**src/design/pfr_pkg.sv**
```systemverilog
// package for the processor flags register block
package pfr_pkg;
  // bit positions in the processor flags register
  localparam int BIT_CARRY = 0;
  localparam int BIT_NIBBLE = 1;
  localparam int BIT_ZERO = 2;
  localparam int BIT_SLEEP = 3;
  localparam int BIT_WDOG = 4;
  localparam int BIT_BANK = 5;
  localparam int BIT_UPAGE = 6;
  localparam int BIT_IPAGE = 7;
  // reset value: page bits clear, both reset-cause flags set, alu flags 0
  localparam logic [7:0] FLAGS_RESET = 8'h18;
  // data-memory bank bases for direct addressing
  localparam logic [7:0] BANK0_BASE = 8'h00;
  localparam logic [7:0] BANK1_BASE = 8'h80;
  // direct address field width
  localparam int DADDR_W = 7;

  // alu operation classes by their effect on the flags
  typedef enum logic [2:0] {
    PFR_OP_NONE = 3'b000, // no flag change (bit ops, swap, copy out)
    PFR_OP_ADD = 3'b001,  // add: zero, nibble and msb carry
    PFR_OP_SUB = 3'b010,  // subtract: borrows in inverted polarity
    PFR_OP_ZONLY = 3'b011,// logic ops, zero flag only
    PFR_OP_CLEAR = 3'b100 // register zero operation
  } pfr_op_type;

  // one executing instruction as seen by the flags register
  typedef struct packed {
    logic valid;           // instruction executes this cycle
    pfr_op_type op;        // flag class of the operation
    logic [7:0] opA;       // first operand (file or literal)
    logic [7:0] opB;       // second operand (working register)
    logic dstFlags;        // destination is the flags register
    logic [7:0] wrData;    // value the instruction writes
  } pfr_instr_type;

  // internal power and watchdog events
  typedef struct packed {
    logic kick;    // watchdog kick operation
    logic sleep;   // sleep operation
    logic timeout; // watchdog timer timeout
  } pfr_event_type;
endpackage

```
**src/design/pfr_flags.sv**
```systemverilog
// processor flags register with alu flag update and bank select
//
// Notes on behaviour
// - flags register may be the destination of any instruction, like others
// - destination writes to zero, nibble, msb flags lose to op results
// - instruction writes never change watchdog-expiry or sleep-entered flags
// - register zero op on flags yields 000u uluu
// - subtraction uses msb and nibble flags as inverted borrow outputs
// - bank bit set selects 80h-FFh, clear selects 00h-7Fh
// - watchdog-expiry set by power-up, kick, sleep; cleared by timeout
// - sleep-entered set by power-up or kick; cleared by sleep
// - nibble flag is carry from bit 3, msb flag carry from bit 7
`timescale 1ns/1ps
`default_nettype none
module pfr_flags
  import pfr_pkg::*;
(
  input wire logic clk_sys,               // core clock, 100 MHz
  input wire logic rst,                   // async power-on reset
  input wire pfr_instr_type instr,        // executing instruction
  input wire pfr_event_type events,       // internal reset-cause events
  input wire logic [DADDR_W-1:0] dirAddr, // direct address from opcode
  output logic [7:0] flags,               // processor flags register
  output logic [7:0] aluResult,           // registered alu result
  output logic [7:0] dataAddr             // banked data-memory address
);

  logic [7:0] next_flags;
  logic [7:0] next_aluResult;
  logic [7:0] next_dataAddr;
  logic [8:0] sum;
  logic [4:0] lowSum;
  logic [7:0] result;
  logic affectsZero;
  logic affectsCarry;

  // alu: subtraction adds the two's complement of the second operand
  always_comb begin
    sum = 9'h000;
    lowSum = 5'h00;
    result = 8'h00;
    affectsZero = 1'b0;
    affectsCarry = 1'b0;
    unique case (instr.op)
      PFR_OP_ADD: begin
        sum = {1'b0, instr.opA} + {1'b0, instr.opB};
        lowSum = {1'b0, instr.opA[3:0]} + {1'b0, instr.opB[3:0]};
        result = sum[7:0];
        affectsZero = 1'b1;
        affectsCarry = 1'b1;
      end
      PFR_OP_SUB: begin
        // carry set means no borrow, so borrow polarity is inverted
        sum = {1'b0, instr.opA} + {1'b0, ~instr.opB} + 9'h001;
        lowSum = {1'b0, instr.opA[3:0]} + {1'b0, ~instr.opB[3:0]}
                 + 5'h01;
        result = sum[7:0];
        affectsZero = 1'b1;
        affectsCarry = 1'b1;
      end
      PFR_OP_ZONLY: begin
        result = instr.wrData;
        affectsZero = 1'b1;
      end
      PFR_OP_CLEAR: begin
        result = 8'h00;
        affectsZero = 1'b1;
      end
      PFR_OP_NONE: begin
        result = instr.wrData;
      end
      default: begin
        result = instr.wrData;
      end
    endcase
  end

  // flags next value: write, then alu flags, then protected event bits
  always_comb begin
    next_flags = flags;
    next_aluResult = aluResult;
    if (instr.valid) begin
      next_aluResult = result;
      if (instr.dstFlags) begin
        // any instruction may target the flags register
        next_flags[7:5] = result[7:5];
        // flag-updating ops block the write to the low three bits
        if (!affectsZero) begin
          next_flags[2:0] = result[2:0];
        end
        if (instr.op == PFR_OP_CLEAR) begin
          next_flags[7:5] = 3'b000;
        end
      end
      if (affectsZero) begin
        next_flags[BIT_ZERO] = (result == 8'h00);
      end
      if (affectsCarry) begin
        next_flags[BIT_NIBBLE] = lowSum[4];
        next_flags[BIT_CARRY] = sum[8];
      end
    end
    // reset-cause flags follow only internal events
    if (events.timeout) begin
      next_flags[BIT_WDOG] = 1'b0;
    end else if (events.kick || events.sleep) begin
      next_flags[BIT_WDOG] = 1'b1;
    end
    if (events.kick) begin
      next_flags[BIT_SLEEP] = 1'b1;
    end else if (events.sleep) begin
      next_flags[BIT_SLEEP] = 1'b0;
    end
  end

  // bank bit extends the direct address; page bits are not used
  always_comb begin
    next_dataAddr = (next_flags[BIT_BANK] ? BANK1_BASE : BANK0_BASE)
                    | {1'b0, dirAddr};
  end

  // register stage
  always_ff @(posedge clk_sys or posedge rst) begin
    if (rst) begin
      flags <= FLAGS_RESET;
      aluResult <= 8'h00;
      dataAddr <= 8'h00;
    end else begin
      flags <= next_flags;
      aluResult <= next_aluResult;
      dataAddr <= next_dataAddr;
    end
  end

  // assertions
  property p_protect;
    @(posedge clk_sys) disable iff (rst)
      (instr.valid && instr.dstFlags && !events.kick && !events.sleep
       && !events.timeout) |=> flags[4:3] == $past(flags[4:3]);
  endproperty
  a_protect: assert property (p_protect)
    else $error("reset-cause flags changed by a write");

  property p_clear;
    @(posedge clk_sys) disable iff (rst)
      (instr.valid && instr.dstFlags && instr.op == PFR_OP_CLEAR)
      |=> flags[7:5] == 3'b000 && flags[2] && flags[1:0] == $past(flags[1:0]);
  endproperty
  a_clear: assert property (p_clear)
    else $error("register zero op gave wrong flags");

  property p_zero;
    @(posedge clk_sys) disable iff (rst)
      (instr.valid && instr.op != PFR_OP_NONE)
      |=> flags[BIT_ZERO] == (aluResult == 8'h00);
  endproperty
  a_zero: assert property (p_zero)
    else $error("zero flag disagrees with result");

  property p_addCarry;
    @(posedge clk_sys) disable iff (rst)
      (instr.valid && instr.op == PFR_OP_ADD)
      |=> flags[0] == ({1'b0, $past(instr.opA)} + {1'b0, $past(instr.opB)}
          > 9'h0FF);
  endproperty
  a_addCarry: assert property (p_addCarry)
    else $error("carry flag wrong after add");

  property p_subBorrow;
    @(posedge clk_sys) disable iff (rst)
      (instr.valid && instr.op == PFR_OP_SUB)
      |=> flags[0] == ($past(instr.opA) >= $past(instr.opB))
       && flags[1] == ($past(instr.opA[3:0]) >= $past(instr.opB[3:0]));
  endproperty
  a_subBorrow: assert property (p_subBorrow)
    else $error("borrow flags wrong after subtract");

  property p_timeout;
    @(posedge clk_sys) disable iff (rst)
      events.timeout |=> !flags[BIT_WDOG];
  endproperty
  a_timeout: assert property (p_timeout)
    else $error("watchdog-expiry flag not cleared");

  property p_sleep;
    @(posedge clk_sys) disable iff (rst)
      (events.sleep && !events.kick && !events.timeout)
      |=> !flags[BIT_SLEEP] && flags[BIT_WDOG];
  endproperty
  a_sleep: assert property (p_sleep)
    else $error("sleep flags wrong");

  property p_bank;
    @(posedge clk_sys) disable iff (rst)
      1'b1 |=> dataAddr[7] == flags[BIT_BANK]
            && dataAddr[6:0] == $past(dirAddr);
  endproperty
  a_bank: assert property (p_bank)
    else $error("bank address wrong");

  property p_write;
    @(posedge clk_sys) disable iff (rst)
      (instr.valid && instr.dstFlags && instr.op == PFR_OP_NONE)
      |=> flags[7:5] == $past(instr.wrData[7:5])
       && flags[2:0] == $past(instr.wrData[2:0]);
  endproperty
  a_write: assert property (p_write)
    else $error("plain write not stored");

  property p_keepLow;
    @(posedge clk_sys) disable iff (rst)
      (instr.valid && instr.dstFlags
       && (instr.op == PFR_OP_ZONLY || instr.op == PFR_OP_CLEAR))
      |=> flags[1:0] == $past(flags[1:0]);
  endproperty
  a_keepLow: assert property (p_keepLow)
    else $error("write reached blocked carry flags");

  property p_kick;
    @(posedge clk_sys) disable iff (rst)
      (events.kick && !events.timeout)
      |=> flags[BIT_WDOG] && flags[BIT_SLEEP];
  endproperty
  a_kick: assert property (p_kick)
    else $error("kick did not set reset-cause flags");

endmodule
`default_nettype wire

```
**config.mk**
```make
export PLATFORM = sky130hd
export DESIGN_NAME = pfr_flags
export DESIGN_NICKNAME = d
export VERILOG_FILES = /design/src/design/pfr_pkg.sv /design/src/design/pfr_flags.sv
export SDC_FILE = /design/constraint.sdc
export NUM_CORES = 1
export LEC_CHECK = 0
export BUFFER_PORTS_ARGS = -buffer_cell sky130_fd_sc_hd__buf_2
export CAP_MARGIN = 30
export CORE_MARGIN = 1.5
export CORE_UTILIZATION = 55
export CTS_BUF_LIST = sky130_fd_sc_hd__clkbuf_8 sky130_fd_sc_hd__clkbuf_16
export CTS_CLUSTER_DIAMETER = 50
export DETAILED_ROUTE_END_ITERATION = 12
export PLACE_DENSITY = 0.83
export SLEW_MARGIN = 5
export SYNTH_ARGS = -nofsm -noshare
export SYNTH_HDL_FRONTEND = slang
export SYNTH_SLANG_ARGS = --single-unit
```
**constraint.sdc**
```tcl
create_clock -name clk_sys -period 1.72 [get_ports clk_sys]
set_input_delay 0.172 -clock clk_sys [delete_from_list [all_inputs] [get_ports clk_sys]]
set_output_delay 0.172 -clock clk_sys [all_outputs]
set_load 0.005 [all_outputs]
```
# After elaboration in Yosys (flattened, before gate mapping)
# Cells that the tools add are included.
# W data, S select, Z words.
# word_totals
output_inout_bits	24
reg_bits	24
input_bits	41
word_cells	50
# op_classes
bitwise	3
addsub	6
n_reduce_logical	11
eq_ne	5
mux	17
# op_table
cell	n
$pmux W8 S3	1
$add A8 B8 Y9	2
$pmux W9 S2	1
$add A4 B4 Y5	2
$pmux W5 S2	1
$add A9 B1 Y9 const B	1
$mux W1	9
$mux W3	3
$logic_not A8 Y1	1
$mux W8	1
$not A8 Y8	1
$or A8 B7 Y8	1
$reduce_bool A2 Y1	4
$eq A3 B2 Y1 const B	2
$add A5 B1 Y5 const B	1
$not A4 Y4	1
$reduce_and A2 Y1	2
$reduce_or A4 Y1	1
$eq A3 B1 Y1 const B	1
$eq A3 B3 Y1 const B	1
$reduce_and A3 Y1	1
$mux W2	1
$ne A2 B1 Y1 const B	1
$reduce_or A2 Y1	1
$logic_or A1 B1 Y1	1

# Depth between registers and ports, before layout
# Gate-level depths: netlist of the first run.
# logic_depth
word_depth	9
ltp_mapped	9
mapped_depth_nobuf	9

# Least setup slack after synthesis of the first run
# No wires, ideal clock.
# synth_timing
kind	input port to flip-flop
from	in instr[17] in the netlist's numbering
to	reg aluResult[6]
setup_ns	0.125
t_required_ns	1.595
setup_slack_ns	-0.281
stages	9
t_arrival_ns	1.876
cell_sequence	inv_1 ha_1 fa_1 nor2b_1 o221ai_1 and2_1 o31ai_1 a22oi_1 mux2_2
# synth_between
elab_chain_cells	3
# synth_rtl
element	line_no	text
start: declaration	pfr_flags.sv:20	input wire pfr_instr_type instr,
$add A8 B8 Y9	pfr_flags.sv:54	sum = {1'b0, instr.opA} + {1'b0, ~instr.opB} + 9'h001;
$add A9 B1 Y9	pfr_flags.sv:54	
$pmux W8 S3 (*)	pfr_flags.sv:44	unique case (instr.op)
end signal: assignment	pfr_flags.sv:130	aluResult <= next_aluResult;
end: declaration	pfr_flags.sv:24	output logic [7:0] aluResult,
# Every way passes the cells marked *; elsewhere a longest branch is shown, timed or not.
# A chain may end at the register's enable or synchronous reset.

# Final worst setup path of the first run
# layout_timing
from	in instr[9] in the netlist's numbering
to	reg flags[2]
# layout_between
elab_chain_cells	7
# layout_rtl
element	line_no	text
$not A8 Y8	pfr_flags.sv:54	
$add A8 B8 Y9	pfr_flags.sv:54	
$add A9 B1 Y9	pfr_flags.sv:54	
$pmux W8 S3 (*)	pfr_flags.sv:44	
$mux W3	pfr_flags.sv:88	if (!affectsZero) begin
$mux W3	pfr_flags.sv:84	if (instr.dstFlags) begin
$mux W1 (*)	pfr_flags.sv:95	if (affectsZero) begin
end signal: assignment	pfr_flags.sv:129	flags <= next_flags;
end: declaration	pfr_flags.sv:23	output logic [7:0] flags,
# Every way passes the cells marked *; elsewhere a longest branch is shown, timed or not. The select of a mux whose other input is x is not followed.

==> impl_metrics.json, run 1 <==
{
  "fin_ws_ns": -0.216,
  "power_leakage_nw": 1.43,
  "max_slew_margin_pct": 63.9,
  "die_x_um": 63.0,
  "avgViaCountPerCell": 6.38,
  "port_buffers": 64,
  "crit_family": "compound AO/OA/AOI/OAI gates",
  "synth_cells": 220,
  "powerDensity_mw_per_mm2": 606,
  "setup_violations": 7,
  "reg2reg_from": "flags[2]",
  "fp-row-count": 21,
  "cpPeakStageDelay_ns": 0.43,
  "design.die.area_mm2": 0.00397,
  "status": "complete, but fails checks",
  "diodes": 0,
  "worstSetupEndpointType": "flip-flop",
  "grt_pass1_wl_um": 9730,
  "path_cells": "buf_2 > ha_4 > fa_2 > nor2b_4 > o22ai_1 > a22o_1 > o211a_1 > o31ai_2 > o41ai_2",
  "root_buffer": "clkbuf_8",
  "fin_crit_ns": 1.94,
  "crit_buf_inv": 1,
  "drive_above_1_share_pct": 53.7,
  "dr_total_vias": 2373,
  "start_util_pct": 58.4,
  "max_freq_mhz": 516,
  "area_growth_pct": 53.1,
  "synth-adder-area-share_pct": 12.8,
  "synth_seq_area_share_pct": 29.2,
  "layout_commonest_cell": "buf_2",
  "grt.overflow.total": 0,
  "cp_slowest_cell": "fa_2",
  "grt_setup_unrepaired": "yes",
  "yosys_warnings": 0,
  "clk_path_buf_depth": 2,
  "synth_compound_area_share_pct": 27.8,
  "worstMarginPinSlew_ns": 0.541,
  "grt_max_degree": 17,
  "track_usage_pct": 30.4,
  "first_iter_violations": 215,
  "ios": 65,
  "num-fill-cells": 146,
  "fp.dieH_um": 63.0,
  "worstSetupPathType": "input pin to flip-flop",
  "fin_area_mm2": 0.00303,
  "crit_start": "instr[9]",
  "drc": 1,
  "cap_violations": 0,
  "required_ns": 1.85,
  "final_net_count": 387,
  "syn_nets": 280,
  "cts_tree": "done",
  "synth_mux_area_share_pct": 3.35,
  "setup-tns-final_ns": -0.982,
  "synth-simple-area-share_pct": 18.2,
  "htreeDepth": 1,
  "synth_top_family_by_area": "compound AO/OA/AOI/OAI gates",
  "place.gp.congestion": 0.851,
  "r2r_slack_ns": 0.40,
  "hold_path.startpoint": "dirAddr[1]",
  "final.period_utilization_pct": 113,
  "core_area_mm2": 0.00339,
  "worstPathArrival_ns": 2.06,
  "min_path_type": "input pin to flip-flop",
  "hold_ws_ns": 0.0180,
  "async_flop_share_pct": 100,
  "final_antenna_net_count": 0,
  "placed_cell_area_mm2": 0.00274,
  "clkTransAtPathRegs_ns": 0.08,
  "synth_ff_type": "dfrtp_1",
  "finalHoldViolCount": 0,
  "synth_area_mm2": 0.00198,
  "wire_per_inst_um": 18.5,
  "synth_edf_count": 0,
  "report.final.slew_viol_count": 0,
  "avgSynthCellArea_um2": 8.99,
  "synth-xor-area-share_pct": 2.15,
  "place_hpwl_um": 4600,
  "totalWireLength_um": 6870,
  "cts_sinks": 23,
  "cp-start-kind": "input pin",
  "final_cell_mix": "buf_2 (61), buf_4 (47), dfrtp_1 (21)",
  "grt_pass1_vias": 2147,
  "violations": "DRC, setup timing",
  "antenna_found_initial": 0,
  "cp_max_fo": 3,
  "insertion_delay_ns": 0.25,
  "cts_buffers": 3,
  "synth_cell_type_count": 62,
  "ir_drop_v": 0.000369,
  "firstDrtPassIters": 11,
  "ys_ff_latch": 23,
  "fin_worst_skew_ns": 0
}
## Yosys cell counts, drive strengths merged, types with 3 or more instances
| master | number | area [um^2] |
|---|---|---|
| a21o | 5 | 37.5 |
| buf | 8 | 47.5 |
| nor2b | 5 | 31.3 |
| clkbuf | 3 | 11.3 |
| a21oi | 13 | 68.8 |
| a22oi | 3 | 22.5 |
| nand2 | 11 | 41.3 |
| dfrtp | 21 | 526 |
| mux2 | 5 | 56.3 |
| o21bai | 3 | 22.5 |
| nand2b | 3 | 18.8 |
| a31oi | 3 | 18.8 |
| nor3b | 4 | 56.3 |
| o221ai | 3 | 26.3 |
| nand3 | 3 | 15.0 |
| a221o | 3 | 30.0 |
| o31ai | 3 | 22.5 |
| inv | 19 | 71.3 |
| ha | 17 | 213 |
| nor2 | 19 | 71.3 |
| o21ai | 15 | 75.1 |
## path summary, 6_finish.rpt
kind                                endpoint  cells past startpoint
worst max-delay path                flags[2]                      9
worst min-delay path             dataAddr[1]                      1
worst max register to register      flags[2]                      4
worst min register to register  aluResult[1]                      1
max in group asynchronous           flags[7]                      4
min in group asynchronous        dataAddr[3]                      3
## registers in the layout, indices dropped and copies added (netlist names)
signal and count:
aluResult 8, flags 8, dataAddr 7
## worst register-to-register path, delay by kind of cell (launching register included)
family	cells	cell delay, ns
AOI/OAI and AO/OA	3	0.56
DFF	1	0.39
and+or+nand+nor	1	0.28
## per-stage QoR
| step | std cells | power (W) | setup slack, ns | util [%] |
|---|---|---|---|---|
| floorplan | 220 | 0.00106 | -0.121 | - |
| global placement | 363 | 0.00134 | -0.442 | 80.9 |
| detailed placement | 363 | 0.00138 | -0.465 | 80.9 |
| CTS | 370 | 0.00171 | -0.149 | 84.5 |
| global route | 372 | 0.00191 | -0.231 | 89.4 |
| finish | 372 | 0.00183 | -0.216 | 89.4 |
## where the power goes
part / switching (W) / internal (W) / total [W]
combinational: 0.000447 / 0.000425 / 0.000872
sequential: 0.0000396 / 0.000611 / 0.000651
clock: 0.000151 / 0.000161 / 0.000312
total: 0.000637 / 0.00120 / 0.00183
## layer usage
metal  global-route usage [%]  vias to the layer above  routed length [um]
met4                     15.6                        0                 365
li1                         -                     1030                   -
met1                     36.0                     1090                2570
met2                     53.9                      190                3390
met3                     3.42                       63                 542
met5                        0                        -                   0
## logic make-up (layout without fill, tap and decap cells)
logic type / after synthesis / after routing
AOI/OAI and AO/OA: 76 / 76
xor gates and xnor gates: 4 / 4
adders and majority gates: 19 / 19
buffers and inverters: 30 / 136
DFF: 23 / 23
muxes: 6 / 6
and+or+nand+nor: 62 / 62
## area by class of cell
cell class,instances,area (um^2),area share [%]
clock inverters,1,5.00,0.165
inverters,19,95.1,3.14
multi-input cells,167,1540,50.7
well taps,46,57.6,1.90
repair buffers,113,717,23.7
flip-flops and latches,23,578,19.1
clock buffers,3,41.3,1.36
## what timing repair did
action	in CTS	in global routing
gates resized for setup	13	30
hold endpoints to repair	12	0
endpoints found under the setup margin	8	12
hold buffers	1	0
buffers inserted	2	2
pin swaps	5	11
(Power assumes the default switching activity.)
==> run 2: changes to the inputs <==
--- a/config.mk
+++ b/config.mk
@@ -13,6 +13,7 @@
 export CTS_CLUSTER_DIAMETER = 50
 export DETAILED_ROUTE_END_ITERATION = 12
 export PLACE_DENSITY = 0.83
+export RECOVER_POWER = 25
 export SLEW_MARGIN = 5
 export SYNTH_ARGS = -nofsm -noshare
 export SYNTH_HDL_FRONTEND = slang
==> run 2 against run 1 <==
Net effect: the run still ends with DRC, setup timing left; wire length down 0.28%; critical path depth is 1 higher; clock skew unchanged; via count increased by 0.17%; sequential cell count unchanged; setup slack improved by 0.014 ns; maximum frequency increased by 0.74%; non-clock buffer count unchanged; clock-buffer cell count unchanged; final cell count stayed put; critical endpoint is now aluResult[7].
==> impl_metrics.json, run 2 (synthesized netlist as in run 1, its figures left out) <==
{
  "crit_buf_inv": 3,
  "final.period_utilization_pct": 112,
  "r2r_slack_ns": 0.39,
  "core_area_mm2": 0.00339,
  "drt-met1-wl_um": 2540,
  "ir_drop_v": 0.000368,
  "firstDrtPassIters": 9,
  "worstPathArrival_ns": 2.04,
  "place.gp.congestion": 0.851,
  "die_x_um": 63.0,
  "required_ns": 1.84,
  "place_hpwl_um": 4600,
  "port_buffers": 64,
  "intPower_w": 0.00120,
  "max_freq_mhz": 520,
  "crit_family": "compound AO/OA/AOI/OAI gates",
  "diodes": 0,
  "cap_violations": 0,
  "status": "complete, but fails checks",
  "antenna_found_initial": 0,
  "fp-row-count": 21,
  "fin_crit_ns": 1.92,
  "wire_per_inst_um": 18.4,
  "root_buffer": "clkbuf_8",
  "insertion_delay_ns": 0.25,
  "ios": 65,
  "cts_buffers": 3,
  "clk_path_buf_depth": 2,
  "postLayoutCoreUtil_pct": 89.4,
  "cp_max_fo": 3,
  "topRoutingLayerUsed": "met4",
  "worstSetupEndpointType": "flip-flop",
  "powerDensity_mw_per_mm2": 605,
  "totalWireLength_um": 6850,
  "finalHoldViolCount": 0,
  "met2WireLength_um": 3410,
  "track_usage_pct": 30.4,
  "worstMarginPinSlew_ns": 0.540,
  "fin_ws_ns": -0.202,
  "fp.dieH_um": 63.0,
  "worstSetupPathType": "input pin to flip-flop",
  "grt_setup_unrepaired": "yes",
  "setup_violations": 7,
  "design.die.area_mm2": 0.00397,
  "grt_pass1_vias": 2147,
  "min_path_type": "input pin to flip-flop",
  "clock_power_share_pct": 17.0,
  "path_cells": "buf_8 > clkinvlp_4 > ha_4 > nor3b_2 > o31a_1 > o41ai_2 > mux2i_1 > buf_4 > and3_4 > a31oi_2",
  "layout_commonest_cell": "buf_2",
  "drc": 2,
  "netSwitchingFraction_pct": 34.7,
  "final_cell_mix": "buf_2 (61), buf_4 (47), dfrtp_1 (21)",
  "cp-start-kind": "input pin",
  "power_leakage_nw": 1.43,
  "grt_max_degree": 17,
  "fin_area_mm2": 0.00303,
  "combPwrFrac_pct": 47.5,
  "final_net_count": 387,
  "place_ws_ns": -0.465,
  "final_antenna_net_count": 0,
  "max_slew_margin_pct": 64.0,
  "clkTransAtPathRegs_ns": 0.08,
  "report.final.slew_viol_count": 0,
  "cpPeakStageDelay_ns": 0.33,
  "met3_length_um": 558,
  "fin_worst_skew_ns": 0,
  "cp_slowest_cell": "mux2i_1",
  "grt_pass1_wl_um": 9730,
  "seqPwrFrac_pct": 35.5,
  "cts_tree": "done",
  "start_util_pct": 58.4,
  "cts_sinks": 23,
  "drive_above_1_share_pct": 53.4,
  "dr_total_vias": 2377,
  "htreeDepth": 1,
  "first_iter_violations": 215,
  "area_growth_pct": 53.1,
  "reg_top3": "aluResult x8, flags x8, dataAddr x7",
  "placed_cell_area_mm2": 0.00274,
  "grt.overflow.total": 0,
  "violations": "DRC, setup timing",
  "p_sw_w": 0.000635,
  "avgViaCountPerCell": 6.39
}
run 2: cell count changes in the layout (fill, tap and decap cells not counted):
cell / previous run / this run
dfstp_1: 0 / 1
dfstp_2: 2 / 1
run 2: per-stage QoR:
stage	cells	TNS [ns]	total power (W)	hold WS, ns
after floorplan	220	-0.370	0.00106	0.172
after global placement	363	-3.40	0.00134	0.220
after detailed placement	363	-4.08	0.00138	0.216
after CTS	370	-0.490	0.00171	0.0179
after global routing	372	-1.14	0.00191	0.00777
final	372	-0.932	0.00183	0.0184
run 2: power by group through the flow:
stage / clock network (W) / logic, W / registers [W]
global placement: 0 / 0.000693 / 0.000652
global route: 0.000341 / 0.000917 / 0.000655
detailed placement: 0 / 0.000720 / 0.000658
finish: 0.000311 / 0.000870 / 0.000651
floorplan: 0 / 0.000397 / 0.000662
CTS: 0.000313 / 0.000750 / 0.000647
run 2: worst register-to-register path: cells and delay by family (launching register included):
kind               cells  cell delay (ns)
and+or+nand+nor        1             0.28
DFF                    1             0.40
AOI/OAI and AO/OA      3             0.56
run 2: final timing paths:
kind	start	cells past startpoint	endpoint
worst max-delay path	instr[10]	10	aluResult[7]
worst min-delay path	dirAddr[1]	1	dataAddr[1]
worst max register to register	flags[2]	4	flags[2]
worst min register to register	aluResult[1]	1	aluResult[1]
max in group asynchronous	rst	4	flags[7]
min in group asynchronous	rst	3	dataAddr[3]
run 2: layout make-up:
type	count	area, um^2
clock buffer	3	41.3
clock inverter	1	5.00
fill	146	360
inverter	19	95.1
multi-input combinational	167	1540
sequential	23	578
tap	46	57.6
timing repair buffer	113	717
run 2: timing repair:
item,4_1_cts,5_1_grt
buffers inserted,2,2
hold buffers,1,0
pin swaps,5,11
endpoints found under the hold margin,12,0
resized for setup,13,30
endpoints found under the setup margin,8,12
run 2: metal layers:
| layer | track usage [%] | vias up |
|---|---|---|
| met4 | 15.6 | 0 |
| met5 | 0 | - |
| met3 | 3.42 | 61 |
| met1 | 36.0 | 1097 |
| li1 | - | 1029 |
| met2 | 53.9 | 190 |
